### config.mk
export PLATFORM = sky130hd
export DESIGN_NAME = gdfl_stage_flat
export DESIGN_NICKNAME = d
export VERILOG_FILES = /design/src/rtl/gdfl_pkg.sv /design/src/rtl/gdfl_if.sv /design/src/rtl/gdfl_stage.sv /design/src/flat_wrapper.sv
export SDC_FILE = /design/constraint.sdc
export NUM_CORES = 1
export LEC_CHECK = 0
export BUFFER_PORTS_ARGS = -buffer_cell sky130_fd_sc_hd__buf_2
export CAP_MARGIN = 20
export CELL_PAD_IN_SITES_DETAIL_PLACEMENT = 1
export CELL_PAD_IN_SITES_GLOBAL_PLACEMENT = 1
export CORE_ASPECT_RATIO = 0.7
export CORE_MARGIN = 1.5
export CORE_UTILIZATION = 41
export DETAILED_ROUTE_END_ITERATION = 10
export GPL_TIMING_DRIVEN = 0
export PLACE_DENSITY_LB_ADDON = 0.1
export RECOVER_POWER = 25
export SYNTH_ARGS = -nofsm -noshare
export SYNTH_HDL_FRONTEND = slang
export SYNTH_SLANG_ARGS = --single-unit
export TNS_END_PERCENT = 30
### constraint.sdc
create_clock -name clk_sys -period 1.9 [get_ports clk_sys]
set_input_delay 0.19 -clock clk_sys [delete_from_list [all_inputs] [get_ports clk_sys]]
set_output_delay 0.19 -clock clk_sys [all_outputs]
set_load 0.05 [all_outputs]
### src/rtl/gdfl_pkg.sv
// Package with constants and types shared by both ends of the gate drive fault latch.
//
// Overview of operation
// [RQ1] Dead time 0.2 us per phase gate pair
// [RQ2] Controller adds any extra dead time itself
// [RQ3] No fault: gates follow phase commands
// [RQ4] Any fault blanks all gates, latched
// [RQ5] Latched fault pulls fault output low, open-drain
// [RQ6] Reset pulse re-arms only with phases off
// [RQ7] Stop input high latches fault
// [RQ8] Controller pulses reset before driving commands
// [RQ9] Four detector inputs latch fault
// [RQ10] Substrate over-temperature latches fault
// [RQ11] Controller stops phases after long overload
// [RQ12] Brake command active low drives brake gate
// [RQ13] Phase commands active low
// [RQ14] Controller command pulses at least 1.0 us
// [RQ15] Short circuit shutdown within 2.5 us
// [RQ16] Power-up holds gates off, fault shown
// [RQ17] Dead time counted in system clock cycles
package gdfl_pkg;
    // -------------------------------------------------------------------------
    // Timing
    // -------------------------------------------------------------------------
    localparam int CLK_PERIOD_PS = 25000;
    localparam int DEAD_TIME_PS = 200000;
    localparam int MIN_PULSE_PS = 1000000;
    localparam int SC_SHUTDOWN_PS = 2500000;
    localparam int DEAD_CYC = (DEAD_TIME_PS + CLK_PERIOD_PS - 1) / CLK_PERIOD_PS;
    localparam int MIN_PULSE_CYC = (MIN_PULSE_PS + CLK_PERIOD_PS - 1) / CLK_PERIOD_PS;
    localparam int SC_SHUTDOWN_CYC = SC_SHUTDOWN_PS / CLK_PERIOD_PS;
    localparam int DEAD_W = 4;
    localparam int PULSE_W = 6;
    localparam logic [DEAD_W-1:0] DEAD_CNT = DEAD_W'(DEAD_CYC);
    localparam logic [PULSE_W-1:0] PULSE_CNT = PULSE_W'(MIN_PULSE_CYC);
    // -------------------------------------------------------------------------
    // Widths and reset values
    // -------------------------------------------------------------------------
    localparam int PHASES = 3;
    localparam int CMDS = 6;
    localparam logic [CMDS-1:0] CMD_ALL_OFF = 6'h3F;
    localparam logic FAULT_AT_RESET = 1'h1;
    // Controller sequencer states.
    typedef enum logic [1:0] {
        GDFL_C_IDLE = 2'b00,
        GDFL_C_RST = 2'b01,
        GDFL_C_RUN = 2'b10
    } gdfl_ctl_e;
endpackage

### src/rtl/gdfl_if.sv
// Interface joining the power stage and the PWM controller.
`timescale 1ns/10ps
interface gdfl_if;
    logic [5:0] phase_cmd_n;
    logic brake_cmd_n;
    logic rst_pulse_n;
    logic stop;
    logic fault_n_o;
    logic fault_n_oe;
    logic fault_n;
    // Open-drain wire: low while driven, otherwise pulled high.
    assign fault_n = fault_n_oe ? fault_n_o : 1'b1;
    modport stage (
        input phase_cmd_n, brake_cmd_n, rst_pulse_n, stop,
        output fault_n_o, fault_n_oe
    );
    modport ctrl (
        output phase_cmd_n, brake_cmd_n, rst_pulse_n, stop,
        input fault_n
    );
endinterface

### src/rtl/gdfl_stage.sv
// Power stage end: dead time, fault latch and gate outputs.
`timescale 1ns/10ps
module gdfl_stage (
    // Clock and reset
    input wire logic clk_sys,
    input wire logic sys_rst,
    // Link to controller
    gdfl_if.stage lnk,
    // Protection detectors
    input wire logic det_short,
    input wire logic det_earth,
    input wire logic det_overtemp,
    input wire logic det_overvolt,
    // Gate outputs, active high, index 2k upper and 2k+1 lower of phase k
    output logic [5:0] gate_on,
    output logic brake_gate_on,
    output logic fault_led
);

    // -------------------------------------------------------------------------
    // Local types and helpers
    // -------------------------------------------------------------------------
    // Per-phase gate state; DEAD covers the enforced gap after any gate turn-off.
    typedef enum logic [1:0] {
        GDFL_PH_OFF = 2'b00,
        GDFL_PH_UPPER = 2'b01,
        GDFL_PH_LOWER = 2'b10,
        GDFL_PH_DEAD = 2'b11
    } gdfl_ph_e;

    // A low-active command asks for its gate unless the fault latch blanks it.
    function automatic logic gate_request(input logic cmd_n, input logic blank);
        return !cmd_n && !blank;
    endfunction

    // -------------------------------------------------------------------------
    // Trip sources
    // -------------------------------------------------------------------------
    logic trip_det;
    logic trip_stop;
    logic trip;

    assign trip_det = det_short | det_earth | det_overvolt | det_overtemp; // [RQ9] [RQ10]
    assign trip_stop = lnk.stop; // [RQ7]
    assign trip = trip_det | trip_stop; // [RQ4]

    // -------------------------------------------------------------------------
    // Re-arm pulse edge
    // -------------------------------------------------------------------------
    logic rst_prev_r, rst_prev_nxt;
    logic phases_off;
    logic rearm;

    always_comb
    begin
        rst_prev_nxt = lnk.rst_pulse_n;
    end

    always_ff @(posedge clk_sys)
    begin
        // Idle level after reset, so no false pulse end follows reset.
        if (sys_rst)
            rst_prev_r <= 1'b1;
        else
            rst_prev_r <= rst_prev_nxt;
    end

    assign phases_off = (lnk.phase_cmd_n == gdfl_pkg::CMD_ALL_OFF); // [RQ6]
    // Re-arm on the rising end of the low reset pulse with all phases off.
    assign rearm = !rst_prev_r && lnk.rst_pulse_n && phases_off; // [RQ6]

    // -------------------------------------------------------------------------
    // Fault latch
    // -------------------------------------------------------------------------
    logic fault_r, fault_nxt;

    // A trip in the same cycle as a re-arm wins, so no fault is ever lost.
    always_comb
    begin
        fault_nxt = fault_r;
        if (trip)
            fault_nxt = 1'b1; // [RQ4]
        else if (rearm)
            fault_nxt = 1'b0; // [RQ6]
    end

    always_ff @(posedge clk_sys)
    begin
        if (sys_rst)
            fault_r <= gdfl_pkg::FAULT_AT_RESET; // [RQ16]
        else
            fault_r <= fault_nxt;
    end

    // -------------------------------------------------------------------------
    // Dead time per phase
    // -------------------------------------------------------------------------
    logic [5:0] gate_nxt;
    logic brake_nxt;

    genvar k;
    generate
        for (k = 0; k < gdfl_pkg::PHASES; k++)
        begin : g_ph
            gdfl_ph_e ph_r, ph_nxt;
            logic [gdfl_pkg::DEAD_W-1:0] dt_r, dt_nxt;
            logic hi_req, lo_req;

            assign hi_req = gate_request(lnk.phase_cmd_n[2*k], fault_nxt); // [RQ3] [RQ13]
            assign lo_req = gate_request(lnk.phase_cmd_n[2*k+1], fault_nxt); // [RQ3] [RQ13]

            // Both commands low would short the phase, so no gate switches on then; a gate already on stays on.
            always_comb
            begin
                ph_nxt = ph_r;
                dt_nxt = dt_r;
                case (ph_r)
                    GDFL_PH_UPPER:
                    begin
                        if (!hi_req)
                        begin
                            ph_nxt = GDFL_PH_DEAD;
                            dt_nxt = gdfl_pkg::DEAD_CNT; // [RQ1] [RQ17]
                        end
                    end
                    GDFL_PH_LOWER:
                    begin
                        if (!lo_req)
                        begin
                            ph_nxt = GDFL_PH_DEAD;
                            dt_nxt = gdfl_pkg::DEAD_CNT; // [RQ1] [RQ17]
                        end
                    end
                    GDFL_PH_DEAD:
                    begin
                        if (dt_r != '0)
                            dt_nxt = dt_r - 1'b1; // [RQ1]
                        else if (hi_req && !lo_req)
                            ph_nxt = GDFL_PH_UPPER;
                        else if (lo_req && !hi_req)
                            ph_nxt = GDFL_PH_LOWER;
                        else
                            ph_nxt = GDFL_PH_OFF;
                    end
                    GDFL_PH_OFF:
                    begin
                        if (hi_req && !lo_req)
                            ph_nxt = GDFL_PH_UPPER; // [RQ3]
                        else if (lo_req && !hi_req)
                            ph_nxt = GDFL_PH_LOWER; // [RQ3]
                    end
                    default:
                    begin
                        ph_nxt = GDFL_PH_DEAD;
                        dt_nxt = gdfl_pkg::DEAD_CNT;
                    end
                endcase
            end

            always_ff @(posedge clk_sys)
            begin
                // Start in dead time so no gate switches on straight out of reset.
                if (sys_rst)
                begin
                    ph_r <= GDFL_PH_DEAD;
                    dt_r <= gdfl_pkg::DEAD_CNT;
                end
                else
                begin
                    ph_r <= ph_nxt;
                    dt_r <= dt_nxt;
                end
            end

            assign gate_nxt[2*k] = (ph_nxt == GDFL_PH_UPPER); // [RQ3]
            assign gate_nxt[2*k+1] = (ph_nxt == GDFL_PH_LOWER); // [RQ3]
        end
    endgenerate

    assign brake_nxt = gate_request(lnk.brake_cmd_n, fault_nxt); // [RQ12]

    // -------------------------------------------------------------------------
    // Output registers
    // -------------------------------------------------------------------------
    logic fault_led_nxt;
    logic od_oe_nxt;

    always_comb
    begin
        fault_led_nxt = fault_nxt; // [RQ5]
        od_oe_nxt = fault_nxt; // [RQ5]
    end

    always_ff @(posedge clk_sys)
    begin
        if (sys_rst)
        begin
            gate_on <= 6'h00; // [RQ16]
            brake_gate_on <= 1'b0;
            fault_led <= gdfl_pkg::FAULT_AT_RESET;
            lnk.fault_n_o <= 1'b0;
            lnk.fault_n_oe <= gdfl_pkg::FAULT_AT_RESET; // [RQ16]
        end
        else
        begin
            gate_on <= gate_nxt; // [RQ4] [RQ15]
            brake_gate_on <= brake_nxt;
            fault_led <= fault_led_nxt;
            // The pin only ever pulls low; the enable alone carries the fault.
            lnk.fault_n_o <= 1'b0;
            lnk.fault_n_oe <= od_oe_nxt; // [RQ5]
        end
    end

endmodule // gdfl_stage

### src/flat_wrapper.sv
// flat-port wrapper written by rule: the top's interface ports become plain ports
module gdfl_stage_flat 
  (clk_sys, sys_rst, det_short, det_earth, det_overtemp, det_overvolt, gate_on, brake_gate_on, fault_led, lnk_phase_cmd_n, lnk_brake_cmd_n, lnk_rst_pulse_n, lnk_stop, lnk_fault_n_o, lnk_fault_n_oe);
  gdfl_if lnk_i ();
  input wire logic clk_sys;
  input wire logic sys_rst;
  input wire logic det_short;
  input wire logic det_earth;
  input wire logic det_overtemp;
  input wire logic det_overvolt;
  output logic [5:0] gate_on;
  output logic brake_gate_on;
  output logic fault_led;
  input wire logic [$bits(lnk_i.phase_cmd_n)-1:0] lnk_phase_cmd_n;
  input wire logic [$bits(lnk_i.brake_cmd_n)-1:0] lnk_brake_cmd_n;
  input wire logic [$bits(lnk_i.rst_pulse_n)-1:0] lnk_rst_pulse_n;
  input wire logic [$bits(lnk_i.stop)-1:0] lnk_stop;
  output wire logic [$bits(lnk_i.fault_n_o)-1:0] lnk_fault_n_o;
  output wire logic [$bits(lnk_i.fault_n_oe)-1:0] lnk_fault_n_oe;
  assign lnk_i.phase_cmd_n = lnk_phase_cmd_n;
  assign lnk_i.brake_cmd_n = lnk_brake_cmd_n;
  assign lnk_i.rst_pulse_n = lnk_rst_pulse_n;
  assign lnk_i.stop = lnk_stop;
  assign lnk_fault_n_o = lnk_i.fault_n_o;
  assign lnk_fault_n_oe = lnk_i.fault_n_oe;
  gdfl_stage u_core (.clk_sys(clk_sys), .sys_rst(sys_rst), .lnk(lnk_i), .det_short(det_short), .det_earth(det_earth), .det_overtemp(det_overtemp), .det_overvolt(det_overvolt), .gate_on(gate_on), .brake_gate_on(brake_gate_on), .fault_led(fault_led));
endmodule
# Word-level counts from Yosys, hierarchy flattened
# Cells that the tools add are included.
# Widths: inputs -> output; s select.
[totals]
regBits = 27
in_bits = 15
output_inout_bits = 10
wordCells = 122
[classes]
add_sub_neg = 3
eq_ne = 25
muxes = 38
n_bitwise = 4
n_reduce_logical = 42
[ops]
columns = ["cell", "n"]
rows = [
  ["$mux 2", 21],
  ["$mux 4", 9],
  ["$pmux 4 s3", 3],
  ["$pmux 2 s4", 3],
  ["$eq 2x2->1 const B", 9],
  ["$logic_and 1x1->1", 15],
  ["$logic_not 1->1", 15],
  ["$eq 2x1->1 const B", 6],
  ["$ne 2x2->1 const B", 6],
  ["$reduce_and 4->1", 3],
  ["$reduce_bool 4->1", 3],
  ["$sub 4x1->4 const B", 3],
  ["$reduce_bool 3->1", 3],
  ["$eq 6x6->1 const B", 1],
  ["$logic_not 2->1", 3],
  ["$ne 2x1->1 const B", 3],
  ["$or 1x1->1", 4],
  ["$mux 1", 2],
]

# Logic depth before layout (Yosys ltp)
# Gate-level depths: netlist of run 1.
[depth]
ltp_word = 14
mapped_depth = 6
depth_no_buf = 6

# Least setup slack after synthesis of run 1
# Ideal clock, no wire load.
[synth_timing]
path_type = "register to register"
from = "register u_core.lnk.fault_n_oe (netlist name)"
to = "register u_core.g_ph[2].dt_r[1] (netlist bit)"
t_arrival_ns = 1.664
t_required_ns = 1.779
setup_slack_ns = 0.115
stages_incl_launch_ff = 5
synth_period_minus_slack_ns = 1.785
cell_sequence = "dfxtp_1 > o21ai_0 > buf_2 > a31oi_1 > mux2_2"
[synth_rtl]
columns = ["element", "line", "text"]
rows = [
  ["end signal, assigned", "gdfl_stage.sv:166", "dt_r <= gdfl_pkg::DEAD_CNT;"],
  ["end signal, assigned", "gdfl_stage.sv:171", "dt_r <= dt_nxt;"],
  ["end, declared", "gdfl_stage.sv:106", "logic [gdfl_pkg::DEAD_W-1:0] dt_r, dt_nxt;"],
]

# Worst setup path after layout of run 1
[layout_timing]
from = "register u_core.g_ph[2].dt_r[0] (netlist bit)"
to = "register u_core.gate_on[5]"
[layout_between]
elab_chain_len = 4
[layout_lines]
columns = ["element", "line", "text"]
rows = [
  ["$reduce_bool 4->1", "gdfl_stage.sv:136", "if (dt_r != '0)"],
  ["$mux 2", "gdfl_stage.sv:136", ""],
  ["$pmux 2 s4", "gdfl_stage.sv:117", "case (ph_r)"],
  ["$eq 2x2->1", "gdfl_stage.sv:176", "assign gate_nxt[2*k+1] = (ph_nxt == GDFL_PH_LOWER);"],
  ["end signal, assigned", "gdfl_stage.sv:206", "gate_on <= gate_nxt;"],
  ["end, declared", "gdfl_stage.sv:15", "output logic [5:0] gate_on,"],
]
# Every way passes these cells.
# A chain may end at the register's enable or synchronous reset.

==> results.md, run 1 <==
- Status: finished, final reports clean
- Setup violators final: 0
- Iter 0 DRT Violations: 27
- Placed wire-length estimate: 2.87 mm
- Post-synth top area share: 38.1%
- Worst slew margin: 59.3%
- Fill cell count: 400
- Pre-antenna DRT Iters: 4
- CP max FO: 5
- Clock-pin slew on the worst setup and hold paths: 90 ps
- Ys async rst share: 0%
- Fmax achieved: 555 MHz
- Max-cap violations: 0
- VDD IR max: 655 uV
- Register area share after synthesis: 38.1%
- Worst slew pin tran: 614 ps
- Pwr Total: 2.41 mW
- Slowest cell on the critical path: or4bb_1
- DRC: 0
- Clk_lat worst skew: 280 ps
- Core box area: 3230 um2
- GRT overflow: 0
- Worst hold stages: 2
- Hold Path Class: in2reg
- Final Hold Viols: 0
- Core Rows: 17
- Post-synth top area cell: dfxtp_1
- Cell chain of the critical path: inv_1 > ha_1 > or4bb_1 > a21oi_1 > a32o_1 > and3b_1
- Crit Path Class: reg2reg
- Vias in the first global route: 1327
- Num CTS Buffers: 3
- Clk Tree Root Cell: clkbuf_8
- Die W: 73.3 um
- Design area: 1690 um2
- Largest net degree at the start of global routing: 16
- Vias/cell: 5.66
- Final GP Congestion: 0.767
- Fin crit period: 1800 ps
- CTS Sinks: 27
- Depth of the worst register-to-register path: 6
- Clock tree buffer depth: 2
- Drt wl/cell: 16.9 um
- Final wirelength: 3.93 mm
- Vias: 1312
- Most common cell after layout, fill and taps aside: dfxtp_1
- Global-route wire length before repair: 6.27 mm
- # H-tree levels: 1
- RSZ-0062 raised after global routing: no
- Initial Utilization: 43.8%
- Synth unique cells: 47
- Leakage Power: 0.651 nW
- TritonCTS clock tree: done
- Post-Syn Area: 1420 um2
- Chip height: 52.2 um
- Top FF cell, synth: dfxtp_1
- Post-DRT Antenna Nets: 0
- Fin cells: 232
- Syn_nets: 176
- Initial antenna violation count: 0
- Worst EP required: 2130 ps
- Mean Syn Cell Area: 9.03 um2
- Nets: 205
- Setup crit end kind: flip-flop
- Layout cells sized above 1: 27.6%
- Most area-consuming cells after synthesis: dfxtp_1 (38%), or2_2 (4.0%), nor3_1 (3.9%), ha_1 (3.5%), nor3b_1 (2.6%)
- Final Max Tran Viols: 0
- Final period util: 94.7%
- Startpoint Class: flip-flop
- Worst Clk Skew: 2.56 ps
- FF+latch count, synth: 27
- I/O pins: 25
- Commonest non-fill, non-tap cells in the layout: dfxtp_1 (27), buf_2 (16), clkbuf_1 (11), nor3_1 (11)
- Crit path DAT: 2030 ps
- Die area: 3820 um2
- Ys Warns: 0
- EDFF count, synth: 0
- Post-synthesis cell count: 157
- Antenna diode count: 0
- Post-DP Area: 1590 um2
- # port buffers: 23
- CP peak stage delay: 500 ps
- Inst Count DP: 227
- Area Overhead vs Synth: 19.4%
- Pwr Density: 1430 nW/um2
- Total GRT Usage: 22.0%
timing repair:
action,in CTS,in global routing
gates resized for setup,2,11
pin swaps,0,1
hold buffers,0,0
setup buffers,0,1
endpoints found under the setup margin,2,15
layer usage:
layer | GRT usage (%) | routed length (um) | part of all wire, %
met1 | 29.2 | 1880 | 48
met2 | 35.2 | 1790 | 46
met3 | 4.81 | 214 | 5.4
met4 | 8.18 | 44 | 1.1
met5 | 0 | 0 | 0
area by class of cell:
type | count | area, um2 | area share [%]
clock buffers | 3 | 41.3 | 2.44
plain buffers | 7 | 42.5 | 2.51
repair buffers | 24 | 113 | 6.65
inverters | 8 | 30.0 | 1.77
flip-flops and latches | 27 | 541 | 31.9
multi-input cells | 115 | 862 | 50.9
clock inverters | 1 | 5.00 | 0.296
well taps | 47 | 58.8 | 3.47
worst paths after layout:
path | start | endpoint | slack (ps)
min | lnk_brake_cmd_n | u_core.brake_gate_on$_SDFF_PP0_ | 60
max | u_core.g_ph[2].dt_r[0]$_SDFFE_PP0P_ | u_core.gate_on[5]$_SDFF_PP0_ | 100
min reg2reg | u_core.g_ph[0].dt_r[0]$_SDFFE_PP0P_ | u_core.g_ph[0].dt_r[0]$_SDFFE_PP0P_ | 510
max reg2reg | u_core.g_ph[2].dt_r[0]$_SDFFE_PP0P_ | u_core.gate_on[5]$_SDFF_PP0_ | 100
kinds of logic after synthesis:
kind of cell	share of synthesized area [%]
compound gates	20.8
fa+ha+maj	3.53
buf+inv	5.12
flops	38.1
mux	1.59
other cells	0.265
simple gates	30.5
metrics by stage:
stage               utilization [%]  setup slack, ps  hold WS, ps  TNS [ps]
floorplan                         -              115          268         0
global placement               49.2             62.7          360         0
detailed placement             49.2            -23.3          362     -23.3
CTS                            51.1             21.0         59.9         0
global route                   52.4             8.25         70.9         0
finish                         52.4             99.8         64.0         0
synth_stat cells (3+ instances only):
master	instances
a211oi_1	4
a21o_1	3
a21oi_1	4
a221o_1	3
a31oi_1	5
a32oi_1	3
clkbuf_1	3
dfxtp_1	27
ha_1	4
inv_1	8
nand2_1	6
nand3_1	3
nand4b_1	4
nor2_1	9
nor3_1	11
nor3b_1	5
o31ai_1	3
or2_2	9
or3_1	6
critical path: cells and delay by family, from the launching register on:
| kind | cells | cell delay [ps] |
|---|---|---|
| adder cells (fa/ha/maj) | 1 | 240 |
| flip-flops | 1 | 330 |
| buffers and inverters | 1 | 90 |
| AO/OA/AOI/OAI | 2 | 410 |
| AND/OR/NAND/NOR | 2 | 670 |
state kept, by name, indices dropped and copies added, names as in the netlist:
name / count
u_core.lnk.fault_n_oe: 1
u_core.rst_prev_r: 1
u_core.brake_gate_on: 1
u_core.g_ph.ph_r: 6
u_core.gate_on: 6
u_core.g_ph.dt_r: 12
power breakdown:
part | switching, mW | leakage, nW | total (mW) | internal (mW)
combinational | 0.642 | 0.403 | 1.18 | 0.540
sequential | 0.160 | 0.222 | 0.899 | 0.739
clock | 0.186 | 0.0255 | 0.333 | 0.147
(Power assumes the default switching activity.)
==> run 2, diff against run 1 <==
- CORE_UTILIZATION: 41 -> 37
- clock period: 1.9 -> 1.6 ns (I/O delays scaled with it)
==> run 2 against run 1 <==
The flow now finishes with violations (setup timing); global-route usage shrank 0.31 points; final cell count grew 5.2%; flip-flop and latch count is the same; critical endpoint is now u_core.g_ph[1].ph_r[0]$_SDFF_PP1_.
==> results.md, run 2 (synthesized netlist as in run 1, its figures left out) <==
- Status: complete, but fails checks
- Failing checks: setup timing
- Area Overhead vs Synth: 32.9%
- Fin worst setup slack: -65.1 ps
- DRC: 0
- Drt wl/cell: 17.8 um
- Gr busiest metal: met2
- Met3 usage: 4.83%
- TritonCTS clock tree: done
- Pre-antenna DRT Iters: 4
- CTS Sinks: 27
- Crit path DAT: 1840 ps
- # H-tree levels: 1
- Worst slew margin: 60.9%
- Final Hold Viols: 0
- GR Util met2: 39.4%
- CP max FO: 3
- Vias: 1353
- Met1 Track Usage GR: 27.0%
- Die W: 77.0 um
- Hold_buf cts: 0
- Final GP Congestion: 0.801
- Placed wire-length estimate: 2.84 mm
- Iter 0 DRT Violations: 44
- Antenna diode count: 0
- Pwr Total: 3.27 mW
- Largest regs: u_core.g_ph.dt_r: 12 flops, u_core.g_ph.ph_r: 6 flops, u_core.gate_on: 6 flops
- Largest reg by FF count: u_core.g_ph.dt_r
- Core Rows: 18
- Place WS: -241 ps
- Final period util: 104%
- Commonest non-fill, non-tap cells in the layout: buf_2 (21), dfxtp_1 (17), buf_4 (11)
- Initial antenna violation count: 0
- Pwr Density: 1740 nW/um2
- Nets: 214
- I/O pins: 25
- GRT overflow: 0
- Clk_lat worst skew: 270 ps
- Global-route wire length before repair: 7.04 mm
- Most common cell after layout, fill and taps aside: buf_2
- Fin util: 52.3%
- Number of flip-flops under the largest register name: 12
- Setup violators final: 10
- Layout cells sized above 1: 45.9%
- # port buffers: 23
- Clock-pin slew on the worst setup and hold paths: 90 ps
- Setup crit end kind: flip-flop
- Post-DRT Antenna Nets: 0
- Clk Tree Root Cell: clkbuf_8
- Max-cap violations: 0
- Final Max Tran Viols: 0
- RSZ-0062 raised after global routing: yes
- Fmax achieved: 601 MHz
- Worst slew pin tran: 589 ps
- Inst Count DP: 230
- Vias/cell: 5.55
- Num CTS Buffers: 3
- Worst Clk Skew: 2.45 ps
- Clock tree buffer depth: 2
- Leakage Power: 0.741 nW
- Die area: 4220 um2
- Crit Path Class: reg2reg
- Final wirelength: 4.34 mm
- VDD IR max: 779 uV
- Fin cells: 244
- Worst EP required: 1770 ps
- Vias in the first global route: 1432
- Chip height: 54.8 um
- Fin crit period: 1670 ps
- Startpoint Class: flip-flop
- Largest net degree at the start of global routing: 16
- Total GRT Usage: 21.7%
- Initial Utilization: 39.3%
- Hold Path Class: in2reg
- Core box area: 3600 um2
[run 2: layout make-up]
type                            instances  area, um2
Fill cell                             431       1720
Multi-Input combinational cell        115        947
Sequential cell                        27        558
Timing Repair Buffer                   33        195
Tap cell                               50       62.6
Buffer                                  7       45.0
Clock buffer                            3       41.3
Inverter                                8       30.0
Clock inverter                          1       5.00
[run 2: metrics by stage]
step | area [um2] | hold slack, ps | setup TNS (ps)
after detailed placement | 1620 | 332 | -2490
after global routing | 1880 | 33.5 | -1650
after CTS | 1850 | 32.4 | -27.0
after floorplan | 1450 | 238 | -71.7
final | 1880 | 40.3 | -367
after global placement | 1620 | 328 | -1670
[run 2: final timing paths]
kind         slack [ps]                                  end                                 from  cells past startpoint
min                  40      u_core.brake_gate_on$_SDFF_PP0_                      lnk_brake_cmd_n                      2
max                 -70    u_core.g_ph[1].ph_r[0]$_SDFF_PP1_  u_core.g_ph[1].dt_r[0]$_SDFFE_PP0P_                      7
min reg2reg         490  u_core.g_ph[0].dt_r[0]$_SDFFE_PP0P_  u_core.g_ph[0].dt_r[0]$_SDFFE_PP0P_                      2
max reg2reg         -70    u_core.g_ph[1].ph_r[0]$_SDFF_PP1_  u_core.g_ph[1].dt_r[0]$_SDFFE_PP0P_                      7
[run 2: critical path, cell delays in order, from the launching register on]
cell	delay, ps
dfxtp_2	340
inv_2	80
ha_4	140
or3b_4	390
o21ai_4	210
buf_6	130
a32oi_2	60
or2_1	220
[run 2: repair_timing]
| action | 4_1_cts | 5_1_grt |
|---|---|---|
| pin swaps | 15 | 10 |
| buffers inserted | 9 | 1 |
| setup endpoints to repair | 22 | 22 |
| resized for setup | 32 | 11 |
[run 2: power breakdown]
group,total (mW),leakage (nW),switching [mW],internal (mW)
Clock,0.394,0.0255,0.220,0.175
Sequential,1.12,0.222,0.224,0.892
Combinational,1.76,0.494,0.885,0.874
Total,3.27,0.741,1.33,1.94
[run 2: metal layers]
metal / vias to the layer above / routed length, um
li1: 665 / -
met1: 654 / 2130
met2: 28 / 2000
met3: 6 / 153
met4: 0 / 46
met5: - / 0
==> run 3, diff against run 2 <==
- clock period: 1.6 -> 1.47 ns (I/O delays scaled with it)
==> run 3 against run 2 <==
Setup slack worse by 160 ps; worst hold slack worse by 19 ps; sequential power up 9.8%; global-route usage up 0.92 points; critical path depth down 1; flip-flop and latch count unchanged; the run still ends with setup timing left; maximum frequency down 1.5%; die area unchanged; register-to-register slack worse by 160 ps; core utilization up 3.9 points; highest routed layer unchanged; critical path type unchanged; clock skew up 5.0 ps; count of clock-buffer cells in the layout up 1.
==> results.md, run 3 (synthesized netlist as in run 1, its figures left out) <==
- Status: complete, but fails checks
- Failing checks: setup timing
- Startpoint Class: flip-flop
- RSZ-0062 raised after global routing: yes
- I/O pins: 25
- Number of flip-flops under the largest register name: 12
- Clk_lat worst skew: 280 ps
- Total GRT Usage: 22.6%
- GRT overflow: 0
- Clock-pin slew on the worst setup and hold paths: 90 ps
- Fmax achieved: 592 MHz
- Hold_buf cts: 0
- Switching Fraction: 40.5%
- Crit path DAT: 1860 ps
- Clock tree buffer depth: 2
- Hold Path Class: in2reg
- Leakage Power: 0.795 nW
- Iter 0 DRT Violations: 51
- Global-route wire length before repair: 7.12 mm
- Fin worst setup slack: -221 ps
- Seq pwr share: 31.7%
- Core Rows: 18
- Comb pwr share: 57.3%
- Max-cap violations: 0
- Worst Clk Skew: 7.46 ps
- Pwr Total: 3.88 mW
- Slowest cell on the critical path: or4bb_4
- VDD IR max: 849 uV
- DRC: 0
- Setup crit end kind: flip-flop
- Net Sw Power: 1.57 mW
- Largest net degree at the start of global routing: 15
- Cell chain of the critical path: inv_2 > ha_4 > or4bb_4 > a21oi_2 > a32oi_2 > or2_1
- Setup violators final: 23
- Initial Utilization: 39.3%
- Antenna diode count: 0
- # H-tree levels: 1
- Fill cell count: 416
- Worst EP required: 1640 ps
- Clock share of power: 11.0%
- Final period util: 115%
- Fin cells: 251
- TritonCTS clock tree: done
- Pre-antenna DRT Iters: 4
- Crit Path Class: reg2reg
- Nets: 221
- Vias in the first global route: 1439
- Vias: 1414
- Die W: 77.0 um
- Final wirelength: 4.70 mm
- Int Power: 2.31 mW
- Initial antenna violation count: 0
- CP peak stage delay: 480 ps
- Final Hold Viols: 0
- Num CTS Buffers: 3
- Die area: 4220 um2
- Place WS: -271 ps
- Chip height: 54.8 um
- Layout cells sized above 1: 51.2%
- Clk Tree Root Cell: clkbuf_8
- CTS Sinks: 27
- Worst slew pin tran: 631 ps
- Commonest non-fill, non-tap cells in the layout: buf_2 (20), buf_4 (16), dfxtp_1 (16)
- Largest reg by FF count: u_core.g_ph.dt_r
- CP max FO: 3
- Core box area: 3600 um2
- Worst slew margin: 57.9%
- Placed wire-length estimate: 3.04 mm
- Most common cell after layout, fill and taps aside: buf_2
- Inst Count DP: 230
- Setup TNS: -2560 ps
- Drt wl/cell: 18.7 um
- Largest regs: u_core.g_ph.dt_r: 12 flops, u_core.g_ph.ph_r: 6 flops, u_core.gate_on: 6 flops
- Area Overhead vs Synth: 42.9%
- # port buffers: 23
- Fin crit period: 1690 ps
- Final GP Congestion: 0.811
- Final Max Tran Viols: 0
- Vias/cell: 5.63
- Post-DRT Antenna Nets: 0
- Pwr Density: 1910 nW/um2
## run 3: power groups by stage
stage               logic [mW]  registers [mW]  clock network [mW]
floorplan                 1.08            1.23                   0
global placement          1.42            1.15                   0
detailed placement        1.52            1.17                   0
CTS                       2.04            1.20               0.441
global route              2.39            1.26               0.468
finish                    2.22            1.23               0.426
## run 3: worst paths after layout
| check | start | end | slack, ps | cells past startpoint |
|---|---|---|---|---|
| max | u_core.g_ph[1].dt_r[0]$_SDFFE_PP0P_ | u_core.g_ph[1].ph_r[0]$_SDFF_PP1_ | -220 | 6 |
| min | lnk_brake_cmd_n | u_core.brake_gate_on$_SDFF_PP0_ | 20 | 2 |
| max reg2reg | u_core.g_ph[1].dt_r[0]$_SDFFE_PP0P_ | u_core.g_ph[1].ph_r[0]$_SDFF_PP1_ | -220 | 6 |
| min reg2reg | u_core.g_ph[0].dt_r[0]$_SDFFE_PP0P_ | u_core.g_ph[0].dt_r[0]$_SDFFE_PP0P_ | 540 | 2 |
## run 3: metrics by stage
| stage | area (um2) | hold WS [ps] | utilization (%) |
|---|---|---|---|
| floorplan | 1480 | 225 | - |
| global placement | 1660 | 316 | 46.1 |
| detailed placement | 1660 | 318 | 46.1 |
| CTS | 1960 | 22.1 | 54.4 |
| global route | 2030 | 21.9 | 56.2 |
| finish | 2030 | 21.5 | 56.2 |
## run 3: critical path: cells and delay by family (launching register included)
| family | cells | cell delay (ps) |
|---|---|---|
| adder cells (fa/ha/maj) | 1 | 120 |
| buffers and inverters | 1 | 80 |
| AO/OA/AOI/OAI | 2 | 290 |
| AND/OR/NAND/NOR | 2 | 730 |
| flip-flops | 1 | 350 |
## run 3: cell type report
class / instances / area (um2) / area share (%)
inverters: 8 / 32.5 / 1.61
clock buffers: 4 / 45.0 / 2.22
multi-input cells: 115 / 1020 / 50.5
repair buffers: 40 / 250 / 12.4
flip-flops and latches: 27 / 564 / 27.9
well taps: 50 / 62.6 / 3.09
plain buffers: 7 / 48.8 / 2.41
## run 3: metal layers
metal	up-vias	wire length [um]	global-route usage, %
met5	-	0	0
met1	698	2230	28.2
li1	680	-	-
met4	0	79	8.79
met3	10	163	4.83
met2	26	2230	39.5
## run 3: timing repair
item	in CTS	in global routing
setup buffers	15	2
resized for setup	41	13
endpoints found under the setup margin	25	24
endpoints found under the hold margin	0	0
pin swaps	13	9
